--- config.mk ---
export PLATFORM = sky130hd
export DESIGN_NAME = fsf_formatter
export DESIGN_NICKNAME = d
export VERILOG_FILES = /design/src/design/fsf_pkg.sv /design/src/design/fsf_formatter.sv /design/src/design/fsf_info_calc.sv
export SDC_FILE = /design/constraint.sdc
export NUM_CORES = 1
export LEC_CHECK = 0
export BUFFER_PORTS_ARGS = -buffer_cell sky130_fd_sc_hd__buf_2
export CORE_ASPECT_RATIO = 2
export CORE_MARGIN = 2
export CORE_UTILIZATION = 51
export DETAILED_ROUTE_END_ITERATION = 10
export PLACE_DENSITY_LB_ADDON = 0.12
export REMOVE_ABC_BUFFERS = 1
export SKIP_LAST_GASP = 1
export SLEW_MARGIN = 20
export SYNTH_ARGS = -nofsm -noshare
export SYNTH_HDL_FRONTEND = slang
export SYNTH_SLANG_ARGS = --single-unit
--- constraint.sdc ---
create_clock -name ref_clk -period 5.6 [get_ports ref_clk]
set_clock_uncertainty 0.15 [all_clocks]
set_input_delay 0.56 -clock ref_clk [delete_from_list [all_inputs] [get_ports ref_clk]]
set_output_delay 0.56 -clock ref_clk [all_outputs]
set_load 0.03 [all_outputs]
--- src/design/fsf_pkg.sv ---
package fsf_pkg;

  // response codes, byte 0 bits 6..0
  localparam logic [6:0]  RC_CUR_FIXED  = 7'h70;
  localparam logic [6:0]  RC_DEF_FIXED  = 7'h71;
  localparam logic [6:0]  RC_CUR_DESC   = 7'h72;
  localparam logic [6:0]  RC_DEF_DESC   = 7'h73;

  // sense keys
  localparam logic [3:0]  SK_NO_SENSE   = 4'h0;
  localparam logic [3:0]  SK_RECOVERED  = 4'h1;
  localparam logic [3:0]  SK_ILLEGAL    = 4'h5;
  localparam logic [3:0]  SK_ABORTED    = 4'hb;

  // frame layout
  localparam logic [5:0]  FIXED_LEN     = 6'h20;       // 32 bytes
  localparam logic [7:0]  ADD_SENSE_LEN = 8'h18;
  localparam logic [63:0] INFO_MAX      = 64'h0fffffff;
  localparam int          VALID_BIT     = 7;
  localparam int          MISMATCH_BIT  = 5;
  localparam int          KSV_BIT       = 7;

  // register offsets and values after reset
  localparam logic [7:0]  REG_CTRL      = 8'h00;
  localparam logic [7:0]  REG_STATUS    = 8'h04;
  localparam logic [7:0]  REG_MASK      = 8'h08;
  localparam logic [7:0]  REG_FRAMES    = 8'h0c;
  localparam logic [7:0]  REG_LAST      = 8'h10;
  localparam logic [31:0] CTRL_RST      = 32'h0000_0000;
  localparam logic [2:0]  MASK_RST      = 3'h0;

  // status bit positions
  localparam int          ST_DONE       = 0;
  localparam int          ST_REFUSED    = 1;
  localparam int          ST_DEFERRED   = 2;

  // one error report as handed over by the command logic
  typedef struct packed {
    logic        deferred;     // error of an earlier, already good command
    logic        recovered;    // completed after recovery action
    logic        info_valid;   // info carries a meaningful value
    logic        long_cmd;     // long read or long write
    logic        len_mismatch; // block length differs from the stored one
    logic        in_cdb;       // bad parameter found in the command block
    logic [3:0]  key;
    logic [63:0] lba;
    logic [31:0] residue;      // signed, two's complement
    logic [7:0]  asc;
    logic [7:0]  ascq;
    logic        sks_valid;
    logic [22:0] sks;
  } fsf_err_s;

  // captured frame fields
  typedef struct packed {
    logic        valid;
    logic        deferred;
    logic        mismatch;
    logic [3:0]  key;
    logic [31:0] info;
    logic [7:0]  asc;
    logic [7:0]  ascq;
    logic        key_specific_valid;
    logic [22:0] sks;
  } fsf_frame_s;

  typedef enum logic [1:0] {
    FSF_IDLE = 2'b01,
    FSF_SEND = 2'b10
  } fsf_state_e;

endpackage : fsf_pkg

--- src/design/fsf_formatter.sv ---
// Summary of operation
// - response code 70h/71h by type, fixed format only
// - deferred when error belongs to earlier command
// - byte 0 bits 6..0 hold 70h or 71h
// - byte 0 bit 7 is the valid flag
// - byte 2 bit 5 mismatch, long commands only
// - sense key in byte 2 bits 3..0
// - recovery action reports key 1h
// - illegal command block parameter leaves medium untouched
// - info bytes hold LBA when valid, no mismatch
// - value above 0xFFFFFFF clears the valid flag
// - mismatch puts two's complement residue in info
// - info bytes zero whenever valid is zero
// - byte 7 always 18h
// - control bit 0 selects descriptor, which refuses check condition frames
// - check condition frame is exactly 32 bytes
// - request sense sends min(allocation, 32) bytes
// - bytes 8 to 11 are zero
`timescale 1ns/100ps
module fsf_formatter
  import fsf_pkg::*;
(
  input  wire logic        ref_clk,
  input  wire logic        sys_rst,
  input  wire logic [7:0]  reg_addr,
  input  wire logic [31:0] reg_wdata,
  input  wire logic        reg_wr,
  input  wire logic        reg_rd,
  output logic [31:0]      reg_rdata_r,
  input  wire logic        err_load,
  input  wire fsf_err_s    err_in,
  input  wire logic        chk_start,
  input  wire logic        req_start,
  input  wire logic [7:0]  alloc_len,
  input  wire logic        out_ready,
  output logic             out_valid_r,
  output logic [7:0]       out_byte_r,
  output logic             out_last_r,
  output logic             medium_hold_r,
  output logic             desc_fmt_r,
  output logic             irq_r
);

  fsf_state_e  state_r;
  fsf_frame_s  frame_r;
  logic [5:0]  idx_r;
  logic [5:0]  len_r;
  logic [31:0] ctrl_r;
  logic [2:0]  status_r;
  logic [2:0]  mask_r;
  logic [15:0] frames_r;
  logic [7:0]  last_b0_r;
  logic        calc_valid;
  logic        calc_mismatch;
  logic [31:0] calc_info;
  logic [3:0]  key_fix;
  logic [2:0]  st_set;
  logic        start;
  logic        refuse;
  logic [5:0]  req_len;

  // valid flag and information bytes from the raw report
  fsf_info_calc u_info (
    .err      (err_in),
    .valid    (calc_valid),
    .mismatch (calc_mismatch),
    .info     (calc_info)
  );

  // one byte of the fixed frame by index
  function automatic logic [7:0] sense_byte(input logic [5:0] i, input fsf_frame_s f);
    logic [7:0] b;
    b = 8'h00;
    case (i)
      6'd0:  b = {f.valid, f.deferred ? RC_DEF_FIXED : RC_CUR_FIXED};
      6'd2:  b = {2'b00, f.mismatch, 1'b0, f.key};
      6'd3:  b = f.info[31:24];
      6'd4:  b = f.info[23:16];
      6'd5:  b = f.info[15:8];
      6'd6:  b = f.info[7:0];
      6'd7:  b = ADD_SENSE_LEN;
      6'd12: b = f.asc;
      6'd13: b = f.ascq;
      6'd15: b = {f.key_specific_valid, f.key_specific_valid ? f.sks[22:16] : 7'h00};
      6'd16: b = f.key_specific_valid ? f.sks[15:8] : 8'h00;
      6'd17: b = f.key_specific_valid ? f.sks[7:0] : 8'h00;
      default: b = 8'h00;
    endcase
    return b;
  endfunction : sense_byte

  // register address match, used by several processes
  function automatic logic hit(input logic [7:0] a, input logic [7:0] off);
    return a == off;
  endfunction : hit

  // sense key cleanup: recovery forces 1h, unused codes become aborted
  always_comb begin
    key_fix = err_in.key;
    if (err_in.recovered) begin
      key_fix = SK_RECOVERED;
    end else begin
      case (err_in.key)
        4'h8, 4'ha, 4'hc, 4'hd: key_fix = SK_ABORTED;
        default: key_fix = err_in.key;
      endcase
    end
  end

  // start decode and length choice
  always_comb begin
    start   = 1'b0;
    refuse  = 1'b0;
    req_len = FIXED_LEN;
    if (state_r == FSF_IDLE) begin
      if (chk_start) begin
        refuse = ctrl_r[0];
        start  = ~ctrl_r[0];
        req_len = FIXED_LEN;
      end else if (req_start) begin
        start   = alloc_len != 8'h00;
        req_len = (alloc_len < 8'(FIXED_LEN)) ? alloc_len[5:0] : FIXED_LEN;
      end
    end else if (chk_start || req_start) begin
      refuse = 1'b1;
    end
  end

  // capture of one error report while idle
  always_ff @(posedge ref_clk or posedge sys_rst) begin
    if (sys_rst) begin
      frame_r <= '0;
    end else if (err_load && state_r == FSF_IDLE) begin
      frame_r.valid              <= calc_valid;
      frame_r.deferred           <= err_in.deferred;
      frame_r.mismatch           <= calc_mismatch;
      frame_r.key                <= key_fix;
      frame_r.info               <= calc_info;
      frame_r.asc                <= err_in.asc;
      frame_r.ascq               <= err_in.ascq;
      frame_r.key_specific_valid <= err_in.sks_valid;
      frame_r.sks                <= err_in.sks;
    end
  end

  // medium write hold for a bad command block parameter
  always_ff @(posedge ref_clk or posedge sys_rst) begin
    if (sys_rst) begin
      medium_hold_r <= 1'b0;
    end else if (err_load && state_r == FSF_IDLE) begin
      medium_hold_r <= (key_fix == SK_ILLEGAL) & err_in.in_cdb;
    end
  end

  // frame sequencer, bytes leave in ascending order
  always_ff @(posedge ref_clk or posedge sys_rst) begin
    if (sys_rst) begin
      state_r     <= FSF_IDLE;
      idx_r       <= '0;
      len_r       <= '0;
      out_valid_r <= 1'b0;
      out_byte_r  <= 8'h00;
      out_last_r  <= 1'b0;
    end else begin
      case (state_r)
        FSF_IDLE: begin
          if (start) begin
            state_r     <= FSF_SEND;
            len_r       <= req_len;
            idx_r       <= 6'd1;
            out_valid_r <= 1'b1;
            out_byte_r  <= sense_byte(6'd0, frame_r);
            out_last_r  <= req_len == 6'd1;
          end
        end
        FSF_SEND: begin
          if (out_ready) begin
            if (out_last_r) begin
              state_r     <= FSF_IDLE;
              out_valid_r <= 1'b0;
              out_last_r  <= 1'b0;
              out_byte_r  <= 8'h00;
            end else begin
              idx_r      <= idx_r + 6'd1;
              out_byte_r <= sense_byte(idx_r, frame_r);
              out_last_r <= (idx_r + 6'd1) == len_r;
            end
          end
        end
        default: begin
          state_r     <= FSF_IDLE;
          out_valid_r <= 1'b0;
        end
      endcase
    end
  end

  // control register, descriptor select in bit 0
  always_ff @(posedge ref_clk or posedge sys_rst) begin
    if (sys_rst) begin
      ctrl_r     <= CTRL_RST;
      desc_fmt_r <= 1'b0;
    end else begin
      if (reg_wr && hit(reg_addr, REG_CTRL)) begin
        ctrl_r <= {31'h0, reg_wdata[0]};
      end
      desc_fmt_r <= ctrl_r[0];
    end
  end

  // sticky events: frame done, refused start, deferred frame sent
  always_comb begin
    st_set = 3'h0;
    st_set[ST_DONE]     = state_r == FSF_SEND && out_ready && out_last_r;
    st_set[ST_REFUSED]  = refuse;
    st_set[ST_DEFERRED] = st_set[ST_DONE] && frame_r.deferred;
  end

  // status clears by writing one; a new event wins over the clear
  always_ff @(posedge ref_clk or posedge sys_rst) begin
    if (sys_rst) begin
      status_r <= 3'h0;
    end else if (reg_wr && hit(reg_addr, REG_STATUS)) begin
      status_r <= (status_r & ~reg_wdata[2:0]) | st_set;
    end else begin
      status_r <= status_r | st_set;
    end
  end

  // mask register and interrupt line
  always_ff @(posedge ref_clk or posedge sys_rst) begin
    if (sys_rst) begin
      mask_r <= MASK_RST;
      irq_r  <= 1'b0;
    end else begin
      if (reg_wr && hit(reg_addr, REG_MASK)) begin
        mask_r <= reg_wdata[2:0];
      end
      irq_r <= |(status_r & mask_r);
    end
  end

  // frame counter and last byte 0 sent
  always_ff @(posedge ref_clk or posedge sys_rst) begin
    if (sys_rst) begin
      frames_r  <= 16'h0000;
      last_b0_r <= 8'h00;
    end else begin
      if (st_set[ST_DONE]) begin
        frames_r <= frames_r + 16'h0001;
      end
      if (start) begin
        last_b0_r <= sense_byte(6'd0, frame_r);
      end
    end
  end

  // read data, one cycle after the strobe, zero elsewhere
  always_ff @(posedge ref_clk or posedge sys_rst) begin
    if (sys_rst) begin
      reg_rdata_r <= 32'h0000_0000;
    end else if (reg_rd) begin
      case (reg_addr)
        REG_CTRL:   reg_rdata_r <= ctrl_r;
        REG_STATUS: reg_rdata_r <= {29'h0, status_r};
        REG_MASK:   reg_rdata_r <= {29'h0, mask_r};
        REG_FRAMES: reg_rdata_r <= {16'h0, frames_r};
        REG_LAST:   reg_rdata_r <= {24'h0, last_b0_r};
        default:    reg_rdata_r <= 32'h0000_0000;
      endcase
    end else begin
      reg_rdata_r <= 32'h0000_0000;
    end
  end
endmodule : fsf_formatter

--- src/design/fsf_info_calc.sv ---
`timescale 1ns/100ps
module fsf_info_calc
  import fsf_pkg::*;
(
  input  wire fsf_err_s    err,
  output logic             valid,
  output logic             mismatch,
  output logic [31:0]      info
);

  // valid flag, mismatch flag and information bytes
  always_comb begin
    mismatch = err.long_cmd & err.len_mismatch;
    if (mismatch) begin
      valid = err.info_valid;
      info  = err.residue;
    end else begin
      valid = err.info_valid & (err.lba <= INFO_MAX);
      info  = err.lba[31:0];
    end
    if (!valid) begin
      info = 32'h0000_0000;
    end
  end

endmodule : fsf_info_calc

Word-level counts from Yosys, hierarchy flattened
Cells that the tools add are included.

Equal/unequal tests: 28. Add/subtract/negate cells: 2. Order comparisons: 2. Multiplexer cells: 43. Bitwise operators: 9. Reductions and logical operators: 18.

Operators with widths (count): 32-bit 2-to-1 mux (3); 8-bit one-hot mux with 12 select lines (1); 16-bit one-hot mux with 5 select lines (1); 64-bit by 28-bit less-or-equal comparator with 1-bit output (second input constant) (1); 6-bit 2-to-1 mux (7); 8-bit 2-to-1 mux (5); 6-bit by 3-bit equality test with 1-bit output (second input constant) (4); 6-bit by 4-bit equality test with 1-bit output (second input constant) (3); 16-bit by 1-bit adder with 16-bit output (second input constant) (1); 4-bit equality test (second input constant) (4); 8-bit by 4-bit equality test with 1-bit output (second input constant) (2); 8-bit one-hot mux with 2 select lines (1); 1-bit 2-to-1 mux (14); 6-bit by 2-bit equality test with 1-bit output (second input constant) (2); 6-bit by 5-bit equality test with 1-bit output (second input constant) (2); 6-bit one-hot mux with 2 select lines (1); 8-bit by 3-bit equality test with 1-bit output (second input constant) (1); 8-bit by 5-bit equality test with 1-bit output (second input constant) (1); 8-bit logical NOT (1); 8-bit by 6-bit < comparator with 1-bit output (second input constant) (1); 4-bit 2-to-1 mux (2); 2-bit != test (second input constant) (4); 8-bit nonzero test (1); 1-bit logical AND (7); 24 further kinds (32).

Flip-flop bits (word level): 169. Output and inout port bits: 45. Bits of input ports: 202.

Longest topological paths before layout
Gate-level depths: netlist of run 1.

Depth in word-level cells: 8. Depth in mapped cells: 9. Mapped depth without buffers: 7.

Cells and area by module
From an unflattened synthesis of run 1, not the netlist that was laid out.

Cells, all modules: 688. Area, all modules: 7749.9 sq um.

Modules (own cells, without submodules): fsf_formatter (instances 1, area an instance 7138.1 sq um, cells each 599); fsf_info_calc (instances 1, area an instance 611.8 sq um, cells each 89).

Worst setup path after synthesis of run 1
No wires, ideal clock.

Path type: flip-flop to flip-flop. Start: register idx_r[0]. End: register out_byte_r[4]. Arrival time: 1.786 ns. Period minus slack after synthesis: 2.076 ns. Library setup time: 0.140 ns. Stages on the path, launching flop included: 9. Required time: 5.310 ns. Slack: 3.524 ns. Buffers on the path: 2. Path through: dfrtp_1 inv_1 ha_1 clkbuf_1 clkbuf_1 o31ai_1 o22ai_1 a2111oi_0 a211oi_1.

Longest elaborated chain between the ends: 5. Elaborated cells between the ends (all ways): 16. Classes of those cells: eq/ne: 11; mux: 4; reduce/logical: 1.

RTL lines: start: declaration (RTL line fsf_formatter.sv:46) `logic [5:0] idx_r;`; start signal: assignment (RTL line fsf_formatter.sv:184) `idx_r <= idx_r + 6'd1;`; 6-bit by 5-bit equality test with 1-bit output, or another cell as far along (RTL line fsf_formatter.sv:74) `case (i)`; 8-bit one-hot mux with 12 select lines (*) (RTL line fsf_formatter.sv:74); 8-bit 2-to-1 mux (*) (RTL line fsf_formatter.sv:178) `if (out_last_r) begin`; 8-bit 2-to-1 mux (*) (RTL line fsf_formatter.sv:177) `if (out_ready) begin`; 8-bit one-hot mux with 2 select lines (*) (RTL line fsf_formatter.sv:165) `case (state_r)`; end signal: assignment (RTL line fsf_formatter.sv:172) `out_byte_r <= sense_byte(6'd0, frame_r);`; end signal: assignment (RTL line fsf_formatter.sv:185) `out_byte_r <= sense_byte(idx_r, frame_r);`; end: declaration (RTL line fsf_formatter.sv:37) `output logic [7:0] out_byte_r,`.

Every way passes the cells marked *; elsewhere a longest branch is shown, timed or not. The select of a mux whose other input is x is not followed. A chain may end at the register's enable or synchronous reset.

Worst setup path in the final report of run 1
Start: register idx_r[2]. End: register out_byte_r[7].

Same word-level chain as after synthesis.

==> results of run 1 <==
worst min path at each step:
stage | from | to | slack (ns) | cells past startpoint
floorplan | last_b0_r[6] | last_b0_r[6] | 0.28 | 1
global placement | frames_r[15] | frames_r[15] | 0.31 | 1
detailed placement | frames_r[15] | frames_r[15] | 0.31 | 1
CTS | err_in[13] | frame_r[13] | 0.20 | 2
global route | err_in[13] | frame_r[13] | 0.20 | 2
finish | sys_rst | frame_r[41] | 0.15 | 2
report_power, final:
group / switching, mW / total [mW] / internal, mW
Sequential: 0.187 / 1.52 / 1.33
Combinational: 0.616 / 1.09 / 0.470
Clock: 0.481 / 1.06 / 0.578
Total: 1.28 / 3.67 / 2.38
flip-flops by register name, summed over array words and instances (netlist names):
| register | count |
|---|---|
| medium_hold_r | 1 |
| reg_rdata_r | 16 |
| status_r | 3 |
| len_r | 6 |
| irq_r | 1 |
| frames_r | 16 |
| frame_r | 79 |
| mask_r | 3 |
| desc_fmt_r | 1 |
| last_b0_r | 3 |
| out_last_r | 1 |
| state_r | 1 |
| ctrl_r | 1 |
| out_valid_r | 1 |
| idx_r | 6 |
| out_byte_r | 8 |
logic make-up (layout without fill, tap and decap cells):
| group | after synthesis | after routing |
|---|---|---|
| AND/OR/NAND/NOR | 197 | 197 |
| AO/OA/AOI/OAI | 149 | 149 |
| buffers and inverters | 75 | 258 |
| flip-flops | 147 | 147 |
| other | 1 | 16 |
| adder cells (fa/ha/maj) | 5 | 5 |
| XOR/XNOR | 23 | 23 |
| multiplexers | 85 | 85 |
worst max-delay path: cells and delay by family, from the launching register on:
family | cells | cell delay (ns)
AO/OA/AOI/OAI | 3 | 0.62
flip-flops | 1 | 0.89
AND/OR/NAND/NOR | 2 | 0.97
routing by layer:
layer | up-vias | wire (µm) | global-route usage [%]
met5 | - | 0 | 0
met4 | 0 | 331 | 8.27
met3 | 23 | 972 | 5.19
met2 | 183 | 9050 | 40.0
met1 | 2906 | 7570 | 32.3
li1 | 2837 | - | -
cell usage in the layout (no fill, tap or decap), drive strengths merged, types with 6 or more instances in the layout:
cell type  count
nor3           6
a22oi         23
a21oi         13
conb          16
nand2         77
mux2i         32
nor4          14
a22o          11
mux2          52
nor2          19
nand2b         7
o22ai         11
nand3         13
o21ai         44
clkbuf        17
inv           26
and2          11
xnor2         18
nor2b         10
clkinv         6
nand4         13
dfrtp        146
buf          206
cell type report:
type	count	area (µm²)	area share, %
Sequential cell	147	3680	41.2
Multi-Input combinational cell	475	3350	37.4
Timing Repair Buffer	206	1040	11.7
Clock buffer	17	425	4.76
Tap cell	192	240	2.69
Clock inverter	15	124	1.39
Inverter	20	80.1	0.896
==> impl_results.md, run 1 <==
* FP Rows at between 60 and 70
* Synth Area in Compound Gates at about 14%
* Simple-gate share of the synthesized area at approximately 14%
* Placed Cells incl. Taps at roughly 1,000
* Final core utilization at a little over three fifths
* Synth Area in XOR/XNOR at around 2.7%
* Crit Path Max Fanout at 27
* First-pass GRT wire length at approximately 30,000 µm
* Critical path class: flip-flop to flip-flop
* Gr ovfl total at 0
* Root Driver: clkbuf_16
* Clock Latency Late Sink at roughly 0.42 ns
* Nets at between 1,000 and 1,500
* Required time of the worst setup path at between 5 and 6 ns
* Postcts setup bufs at 0
* GPL Wtd Cong at 0.822
* Hold WC Path Type: primary input to asynchronous set/reset pin
* Count leader, synth: dfrtp_1
* Share of async-settable or async-resettable flops after synthesis at 100%
* Worst Tran Pin Value at 0.991 ns
* Post-route cell area at 0.00894 mm²
* Pre-CTS setup slack at 2.84 ns
* Vias in the first global route at about 5,900
* Total negative slack at 0 ns
* Vias/cell at 5.55
* Post-synth EDFFs at 0
* #FFs+latches synth at about 150
* Share of post-route cells with drive strength above 1 at 34.4%
* Fmax at 366 MHz
* Leakage at 4.35 nW
* Reg2Reg Setup Slack at about 2.9 ns
* Total clock sinks at about 150
* Largest net degree at the start of global routing at 103
* Boundary pin count at roughly 250
* Share of the synthesized area in the top cell type at 49.9%
* Max-slew headroom at roughly a third
* Die height at 173 µm
* Commonest cells post-synth: dfrtp_1, nand2_1, mux2_2
* Outcome: finished, final reports clean
* CTS HTree Levels at 4
* Slowest Stage Delay on Critical Path at 0.89 ns
* Worst Setup EP: out_byte_r[7]
* Final worst-path cycle share at slightly below 50%
* Worst hold slack at approximately 0.15 ns
* Mean Syn Cell Area at 10.7 µm²
* Via count at slightly below 6,000
* Hold_buf cts at 0
* CP Cell Sequence: or4b_1 -> o21bai_1 -> o2111ai_2 -> nand4_2 -> o221ai_1
* Non-Filler Instances at around 1,100
* First-pass iteration count of the detailed router at 5
* Slew Limit Fails at 0
* Max VDD drop at ~0.30 mV
* WL final at 17,900 µm
* Post-DR wirelength/cell at ~17 µm
* Post-route DRC at 0
* Drt initial violations at 449
* Worst-path clk slew at roughly 0.070 ns
* Full die area at between 0.015 and 0.02 mm²
* Top post-synthesis cells by area: dfrtp_1, mux2_2, mux2i_1
* CP Capture Type: flip-flop
* Combinational family with the most area after synthesis: simple AND/OR/NAND/NOR gates
* Die X-Extent at 88.7 µm
* Critical path arrival at ~2.9 ns
* Inserted Clock Buffers at 17
* Starting Density at 51.6%
* Critical-path top delay cell: dfrtp_1
* Synthesized instance count at slightly below 700
* DP HPWL at 12,600 µm
* Area delta synth->final at 22.0%
* Area leader, netlist: dfrtp_1
* Placed inst area at roughly 0.0084 mm²
* Initial antenna violation count at 0
* GRT Util Overall at approximately 25%
* Hold Fails Final Rpt at 0
* Min Tclk post-route at 2.73 ns
* Antenna-violating nets left at 0
* Post-Syn Area at 0.00733 mm²
* Adder-Cell Fraction of Synth Area at 0.854%
* Buffers on Ports at roughly 200
* Final Power at about 3.7 mW
* Post-synthesis mux area share at about an eighth
* Worst setup path startpoint: idx_r[2]
* Max Cap Viol at 0
* R2r worst-path depth at 5
* Worst setup SP type: flip-flop
* Distinct cells, synth at 66
* Critical R2R Launch: idx_r[2]
* Post-CTS resize count at 0
* Reg2reg end: out_byte_r[7]
* Number of diodes at 0
* Unrepaired setup endpoints after global routing: false
* Synth warn at 0
* CTS tree: built
* Final worst setup slack at between 2 and 3 ns
* Core area at around 0.014 mm²
* Clk buf depth at 2
* Final setup vio count at 0
* Pwr dens at around 410 mW/mm²
* Sequential fraction of the synthesis area at about half
* Ys flop type: dfrtp_1
* Filler cells at 1,216
Power figures use the tool's default switching activity.
==> run 2, diff against run 1 <==
- CORE_UTILIZATION: 51 -> 46
- clock period: 5.6 -> 2.2 ns (I/O delays scaled with it)
==> run 2 against run 1 <==
Net effect:
- critical path depth unchanged
- non-clock buffer count is 168 higher
- setup slack worse by 2.8 ns
- combinational power grew to 3.2 times the previous value
- first-iteration DRC count decreased by 27%
- clock power grew to 2.8 times the previous value
- count of clock-buffer cells in the layout increased by 3
- via count up 15%
- critical endpoint is now out_byte_r[5]
- global-route usage up 2.6 points
- largest power group unchanged
- utilization is 5.4 points higher
- die area increased by 10%
- register-to-register slack got worse by 2.8 ns
==> impl_results.md, run 2 (synthesis results as in run 1) <==
* Outcome: finished, final reports clean (unchanged)
* Full die area at 0.0170 mm² (was 0.0154 mm²)
* Seq pwr share at 37.9% (was 41.5%)
* Worst setup SP type: flip-flop (unchanged)
* Most flops, register: frame_r (unchanged)
* Via count at 6,823 (was 5,949)
* CP Capture Type: flip-flop (unchanged)
* First-pass iteration count of the detailed router at 6 (was 5)
* Boundary pin count at 247 (unchanged)
* Hold WC Path Type: primary input to flip-flop (was primary input to asynchronous set/reset pin)
* Crit Path Max Fanout at 9 (was 27)
* Initial antenna violation count at 0 (unchanged)
* Filler cells at 1,261 (was 1,216)
* Share of post-route cells with drive strength above 1 at 34.7% (was 34.4%)
* Commonest non-fill, non-tap cell in the layout: buf_2 (unchanged)
* Number of diodes at 0 (unchanged)
* Area delta synth->final at 46.5% (was 22.0%)
* Final worst-path cycle share at 97.8% (was 48.8%)
* WL final at 22,500 µm (was 17,900 µm)
* Met1 wire length at 7890 µm (was 7570 µm)
* Die height at 182 µm (was 173 µm)
* Inserted Clock Buffers at 17 (unchanged)
* Gr ovfl total at 0 (unchanged)
* Worst-path clk slew at 0.07 ns (about the same)
* Vias/cell at 5.46 (was 5.55)
* CTS tree: built (unchanged)
* Critical-path top delay cell: or4b_1 (was dfrtp_1)
* R2r worst-path depth at 5 (unchanged)
* Pre-CTS setup slack at -0.164 ns (was 2.84 ns)
* Reg2reg end: out_byte_r[5] (was out_byte_r[7])
* Antenna-violating nets left at 0 (unchanged)
* Fmax at 465 MHz (was 366 MHz)
* Postcts setup bufs at 0 (unchanged)
* CP Cell Sequence: or4b_1 -> buf_4 -> nor2_1 -> a2111oi_4 -> a221oi_1 (was or4b_1 -> o21bai_1 -> o2111ai_2 -> nand4_2 -> o221ai_1)
* Drt initial violations at 328 (was 449)
* Largest net degree at the start of global routing at 83 (was 103)
* GPL Wtd Cong at 0.867 (was 0.822)
* Leakage at 5.11 nW (was 4.35 nW)
* Root Driver: clkbuf_16 (unchanged)
* Max Cap Viol at 0 (unchanged)
* Hold Fails Final Rpt at 0 (unchanged)
* Final Power at 10.4 mW (was 3.67 mW)
* Slowest Stage Delay on Critical Path at 0.61 ns (was 0.89 ns)
* Critical path class: flip-flop to flip-flop (unchanged)
* GRT Util Overall at 27.2% (was 24.6%)
* Worst hold path depth at 3
* Min Tclk post-route at 2.15 ns (was 2.73 ns)
* Switching part of the total power at 33.9% (was 35.0%)
* Switching power at 3.54 mW (was 1.28 mW)
* Worst Hold Path EP: ctrl_r[0]
* Largest registers: frame_r: 79 flops, frames_r: 16 flops, reg_rdata_r: 16 flops (unchanged)
* Critical path arrival at 2.32 ns (was 2.91 ns)
* Clk buf depth at 2 (unchanged)
* Internal power at 6.89 mW (was 2.38 mW)
* Unrepaired setup endpoints after global routing: true (was false)
* Post-DR wirelength/cell at 18.0 µm (was 16.7 µm)
* Required time of the worst setup path at 2.37 ns (was 5.78 ns)
* Final worst setup slack at 0.0487 ns (was 2.87 ns)
* Buffers on Ports at 201 (unchanged)
* Post-route DRC at 0 (unchanged)
* Critical R2R Launch: idx_r[5] (was idx_r[2])
* FP Rows at 65 (was 62)
* Final core utilization at 68.4% (was 63.0%)
* Total clock sinks at 147 (unchanged)
* Max-slew headroom at 58.2% (was 33.9%)
* Combinational share of power at 33.7% (was 29.6%)
* Vias in the first global route at 7,255 (was 5,911)
* Final setup vio count at 0 (unchanged)
* Starting Density at 46.7% (was 51.6%)
* Core area at 0.0157 mm² (was 0.0142 mm²)
* Clock power frac at 28.4% (was 28.9%)
* CTS HTree Levels at 4 (unchanged)
* Worst Tran Pin Value at 0.622 ns (was 0.991 ns)
* Most frequent cells in the layout: buf_2, dfrtp_1, dlygate4sd3_1 (was buf_2, dfrtp_1, nand2_1)
* Max VDD drop at 0.665 mV (was 0.304 mV)
* Max reg flops at 79 (unchanged)
* Reg2Reg Setup Slack at 0.05 ns (was 2.87 ns)
* Top Layer Used: met4 (unchanged)
* Pwr dens at 972 mW/mm² (was 410 mW/mm²)
* DP HPWL at 15,900 µm (was 12,600 µm)
* Hold Path Origin: reg_wr
* Met3 routed WL at 894 µm (was 972 µm)
* Clock Latency Late Sink at 0.43 ns (was 0.42 ns)
* Die X-Extent at 93.2 µm (was 88.7 µm)
* First-pass GRT wire length at 35,900 µm (was 29,400 µm)
* Slew Limit Fails at 0 (unchanged)
* Nets at 1,242 (was 1,074)
* Met2 wire length at 12,400 µm (was 9050 µm)
-- run 2: critical path: cells and delay by family (launching register included) --
family / cells / cell delay, ns
AND/OR/NAND/NOR: 2 / 0.85
flip-flops: 1 / 0.49
AO/OA/AOI/OAI: 2 / 0.36
buffers and inverters: 1 / 0.21
-- run 2: worst max-delay path by stage --
stage,startpoint,end,slack [ns],depth (start not counted)
finish,idx_r[5],out_byte_r[5],0.05,5
global route,idx_r[2],out_byte_r[1],-0.02,5
CTS,idx_r[1],out_last_r,-0.02,8
detailed placement,idx_r[2],out_byte_r[1],-0.16,5
global placement,idx_r[2],out_byte_r[1],-0.18,5
floorplan,sys_rst,ctrl_r[0],-2.12,1
-- run 2: metal layers --
| layer | global-route usage, % | vias to the layer above |
|---|---|---|
| li1 | - | 3161 |
| met1 | 28.4 | 3320 |
| met2 | 50.1 | 257 |
| met3 | 3.92 | 85 |
| met4 | 15.9 | 0 |
| met5 | 0 | - |
-- run 2: power by group through the flow --
stage	Combinational (mW)	Sequential [mW]	Clock, mW
after floorplan	1.89	3.87	0
after global placement	3.08	3.95	0
after detailed placement	3.17	3.96	0
after CTS	3.39	3.93	3.00
after global routing	3.83	4.03	3.11
final	3.52	3.96	2.96
-- run 2: final cells by class --
cell class	count	area, µm²	area share [%]
Sequential cell	147	3680	34.3
Multi-Input combinational cell	475	3460	32.2
Timing Repair Buffer	374	2660	24.7
Clock buffer	20	457	4.25
Tap cell	201	251	2.34
Clock inverter	12	146	1.36
Inverter	20	80.1	0.746
-- run 2: repair_timing --
action	4_1_cts	5_1_grt
setup endpoints to repair	9	14
gates resized for setup	9	18
hold buffers	124	0
hold endpoints to repair	244	0
-- run 2: metrics by stage --
stage / instance area (µm²) / std cells / setup TNS (ns) / hold slack, ns
after floorplan: 7090 / 642 / -369.06 / 0.167
after global placement: 8760 / 1093 / -0.786 / -0.0479
after detailed placement: 8760 / 1093 / -1.02 / -0.0485
after CTS: 10600 / 1249 / -0.0175 / 0.00628
after global routing: 10700 / 1249 / -0.0253 / 0.0344
final: 10700 / 1249 / 0 / 0.0202
==> run 3, diff against run 2 <==
- GPL_TIMING_DRIVEN: default -> 0
==> run 3 against run 2 <==
Net effect:
- cell count shrank 2.4%
- register-to-register slack got worse by 0.04 ns
- die area unchanged
- routed wire length down 0.16%
- sequential power fell by 1%
- fmax is 2.0% lower
- sequential cell count stayed put
- worst hold slack got worse by 0.011 ns
- first-iteration DRC count increased by 3.7%
- global-route usage down 0.27 points
- largest cell class unchanged
- largest power group unchanged
- highest routed layer unchanged
==> impl_results.md, run 3 (synthesis results as in run 1) <==
* Outcome: finished, final reports clean (unchanged)
* Number of diodes at 0 (unchanged)
* Drt initial violations at 340 (was 328)
* Placed Cells incl. Taps at 1,048 (was 1,093)
* Hold Fails Final Rpt at 0 (unchanged)
* Via count at 6,678 (was 6,823)
* Switching power at 3.73 mW (was 3.54 mW)
* Leakage at 5.01 nW (was 5.11 nW)
* Post-route DRC at 0 (unchanged)
* Critical path arrival at 2.40 ns (was 2.32 ns)
* Clock Latency Late Sink at 0.43 ns (about the same)
* Inserted Clock Buffers at 17 (unchanged)
* Combinational share of power at 35.1% (was 33.7%)
* Commonest non-fill, non-tap cell in the layout: buf_2 (unchanged)
* Pre-CTS setup slack at -0.736 ns (was -0.164 ns)
* First-pass GRT wire length at 35,600 µm (was 35,900 µm)
* DP HPWL at 15,100 µm (was 15,900 µm)
* Root Driver: clkbuf_16 (unchanged)
* Buffers on Ports at 201 (unchanged)
* Largest net degree at the start of global routing at 76 (was 83)
* Internal power at 6.81 mW (was 6.89 mW)
* Max VDD drop at 0.642 mV (was 0.665 mV)
* GPL Wtd Cong at 0.828 (was 0.867)
* Placed inst area at 0.00846 mm² (was 0.00876 mm²)
* First-pass iteration count of the detailed router at 4 (was 6)
* CP Capture Type: flip-flop (unchanged)
* Total clock sinks at 147 (unchanged)
* Most frequent cells in the layout: buf_2, dfrtp_1, dlygate4sd3_1 (unchanged)
* Max Cap Viol at 0 (unchanged)
* Gr ovfl total at 0 (unchanged)
* Required time of the worst setup path at 2.41 ns (was 2.37 ns)
* Clk buf depth at 2 (unchanged)
* Vias in the first global route at 7,089 (was 7,255)
* Max reg flops at 79 (unchanged)
* Switching part of the total power at 35.4% (was 33.9%)
* Antenna-violating nets left at 0 (unchanged)
* Vias/cell at 5.48 (was 5.46)
* Share of post-route cells with drive strength above 1 at 35.5% (was 34.7%)
* Boundary pin count at 247 (unchanged)
* Min Tclk post-route at 2.19 ns (was 2.15 ns)
* Final setup vio count at 0 (unchanged)
* Full die area at 0.0170 mm² (unchanged)
* CTS tree: built (unchanged)
* Hold WC Path Type: primary input to flip-flop (unchanged)
* Final worst-path cycle share at 99.7% (was 97.8%)
* Worst-path clk slew at 0.06 ns (was 0.07 ns)
* Unrepaired setup endpoints after global routing: true (unchanged)
* Nets at 1,212 (was 1,242)
* WL final at 22,400 µm (was 22,500 µm)
* Filler cells at 1,236 (was 1,261)
* Core area at 0.0157 mm² (unchanged)
* GRT Util Overall at 26.9% (was 27.2%)
* Worst Tran Pin Value at 0.792 ns (was 0.622 ns)
* Final worst setup slack at 0.00590 ns (was 0.0487 ns)
* Pwr dens at 991 mW/mm² (was 972 mW/mm²)
* CTS HTree Levels at 4 (unchanged)
* Largest registers: frame_r: 79 flops, frames_r: 16 flops, reg_rdata_r: 16 flops (unchanged)
* Fmax at 456 MHz (was 465 MHz)
* Slew Limit Fails at 0 (unchanged)
* Initial antenna violation count at 0 (unchanged)
* Final core utilization at 67.7% (was 68.4%)
* Critical path class: flip-flop to flip-flop (unchanged)
* Max-slew headroom at 46.7% (was 58.2%)
* Post-route cell area at 0.0106 mm² (was 0.0107 mm²)
* Crit Path Max Fanout at 11 (was 9)
* Worst setup SP type: flip-flop (unchanged)
* Die height at 182 µm (unchanged)
* Most flops, register: frame_r (unchanged)
* Non-Filler Instances at 1,219 (was 1,249)
* Area delta synth->final at 45.1% (was 46.5%)
* Clock power frac at 27.7% (was 28.4%)
* Starting Density at 46.7% (unchanged)
* Die X-Extent at 93.2 µm (unchanged)
* FP Rows at 65 (unchanged)
* Post-DR wirelength/cell at 18.4 µm (was 18.0 µm)
* Seq pwr share at 37.1% (was 37.9%)
==> run 3: timing repair <==
action | CTS | global route
endpoints found under the setup margin | 25 | 23
resized for setup | 24 | 27
hold buffers | 114 | 0
pin swaps | 4 | 5
setup buffers | 15 | 10
hold endpoints to repair | 164 | 0
==> run 3: area by class of cell <==
class,count,area [µm²],area share [%]
timing repair buffer,344,2460,23.2
multi-input combinational,475,3550,33.4
clock buffer,17,425,4.00
tap,201,251,2.37
clock inverter,15,159,1.50
inverter,20,82.6,0.777
sequential,147,3700,34.8
==> run 3: through the flow <==
| stage | hold WS [ns] | setup TNS (ns) | power, mW |
|---|---|---|---|
| finish | 0.00961 | 0 | 10.5 |
| global route | 0.0171 | -0.179 | 11.1 |
| CTS | 0.00223 | -0.359 | 10.3 |
| detailed placement | 0.165 | -12.34 | 6.78 |
| global placement | 0.289 | -629.00 | 6.63 |
| floorplan | 0.167 | -369.06 | 5.76 |
==> run 3: worst max-delay path: stages (launching register included) <==
cell	delay, ns
dfrtp_4	0.56
buf_4	0.23
xnor2_1	0.15
nor4b_1	0.29
a31oi_1	0.09
o41ai_2	0.43
mux2_2	0.23
==> run 3: power by group through the flow <==
stage	logic (mW)	clock network, mW	registers (mW)
2_1_floorplan	1.89	0	3.87
3_3_place_gp	2.73	0	3.90
3_5_place_dp	2.84	0	3.94
4_1_cts	3.44	2.95	3.89
5_1_grt	3.99	3.07	3.99
6_report	3.70	2.92	3.91
==> run 3: routing by layer <==
metal  global-route usage, %  vias up  routed length, µm
met5                       0        -                  0
met1                    27.7     3264               7650
met3                    3.92       68                936
met2                    51.0      243              12800
met4                    13.8        0               1060
li1                        -     3103                  -
==> run 3: path summary, 6_finish.rpt <==
check                        startpoint            to  slack [ns]  cells after the start
max                            idx_r[4]    out_last_r       0.006                      6
min                          err_in[71]   frame_r[71]        0.01                      3
max reg2reg                    idx_r[4]    out_last_r       0.006                      6
min reg2reg                last_b0_r[6]  last_b0_r[6]        0.32                      1
max in group asynchronous       sys_rst      idx_r[4]        0.89                      4
min in group asynchronous       sys_rst    desc_fmt_r        0.23                      3
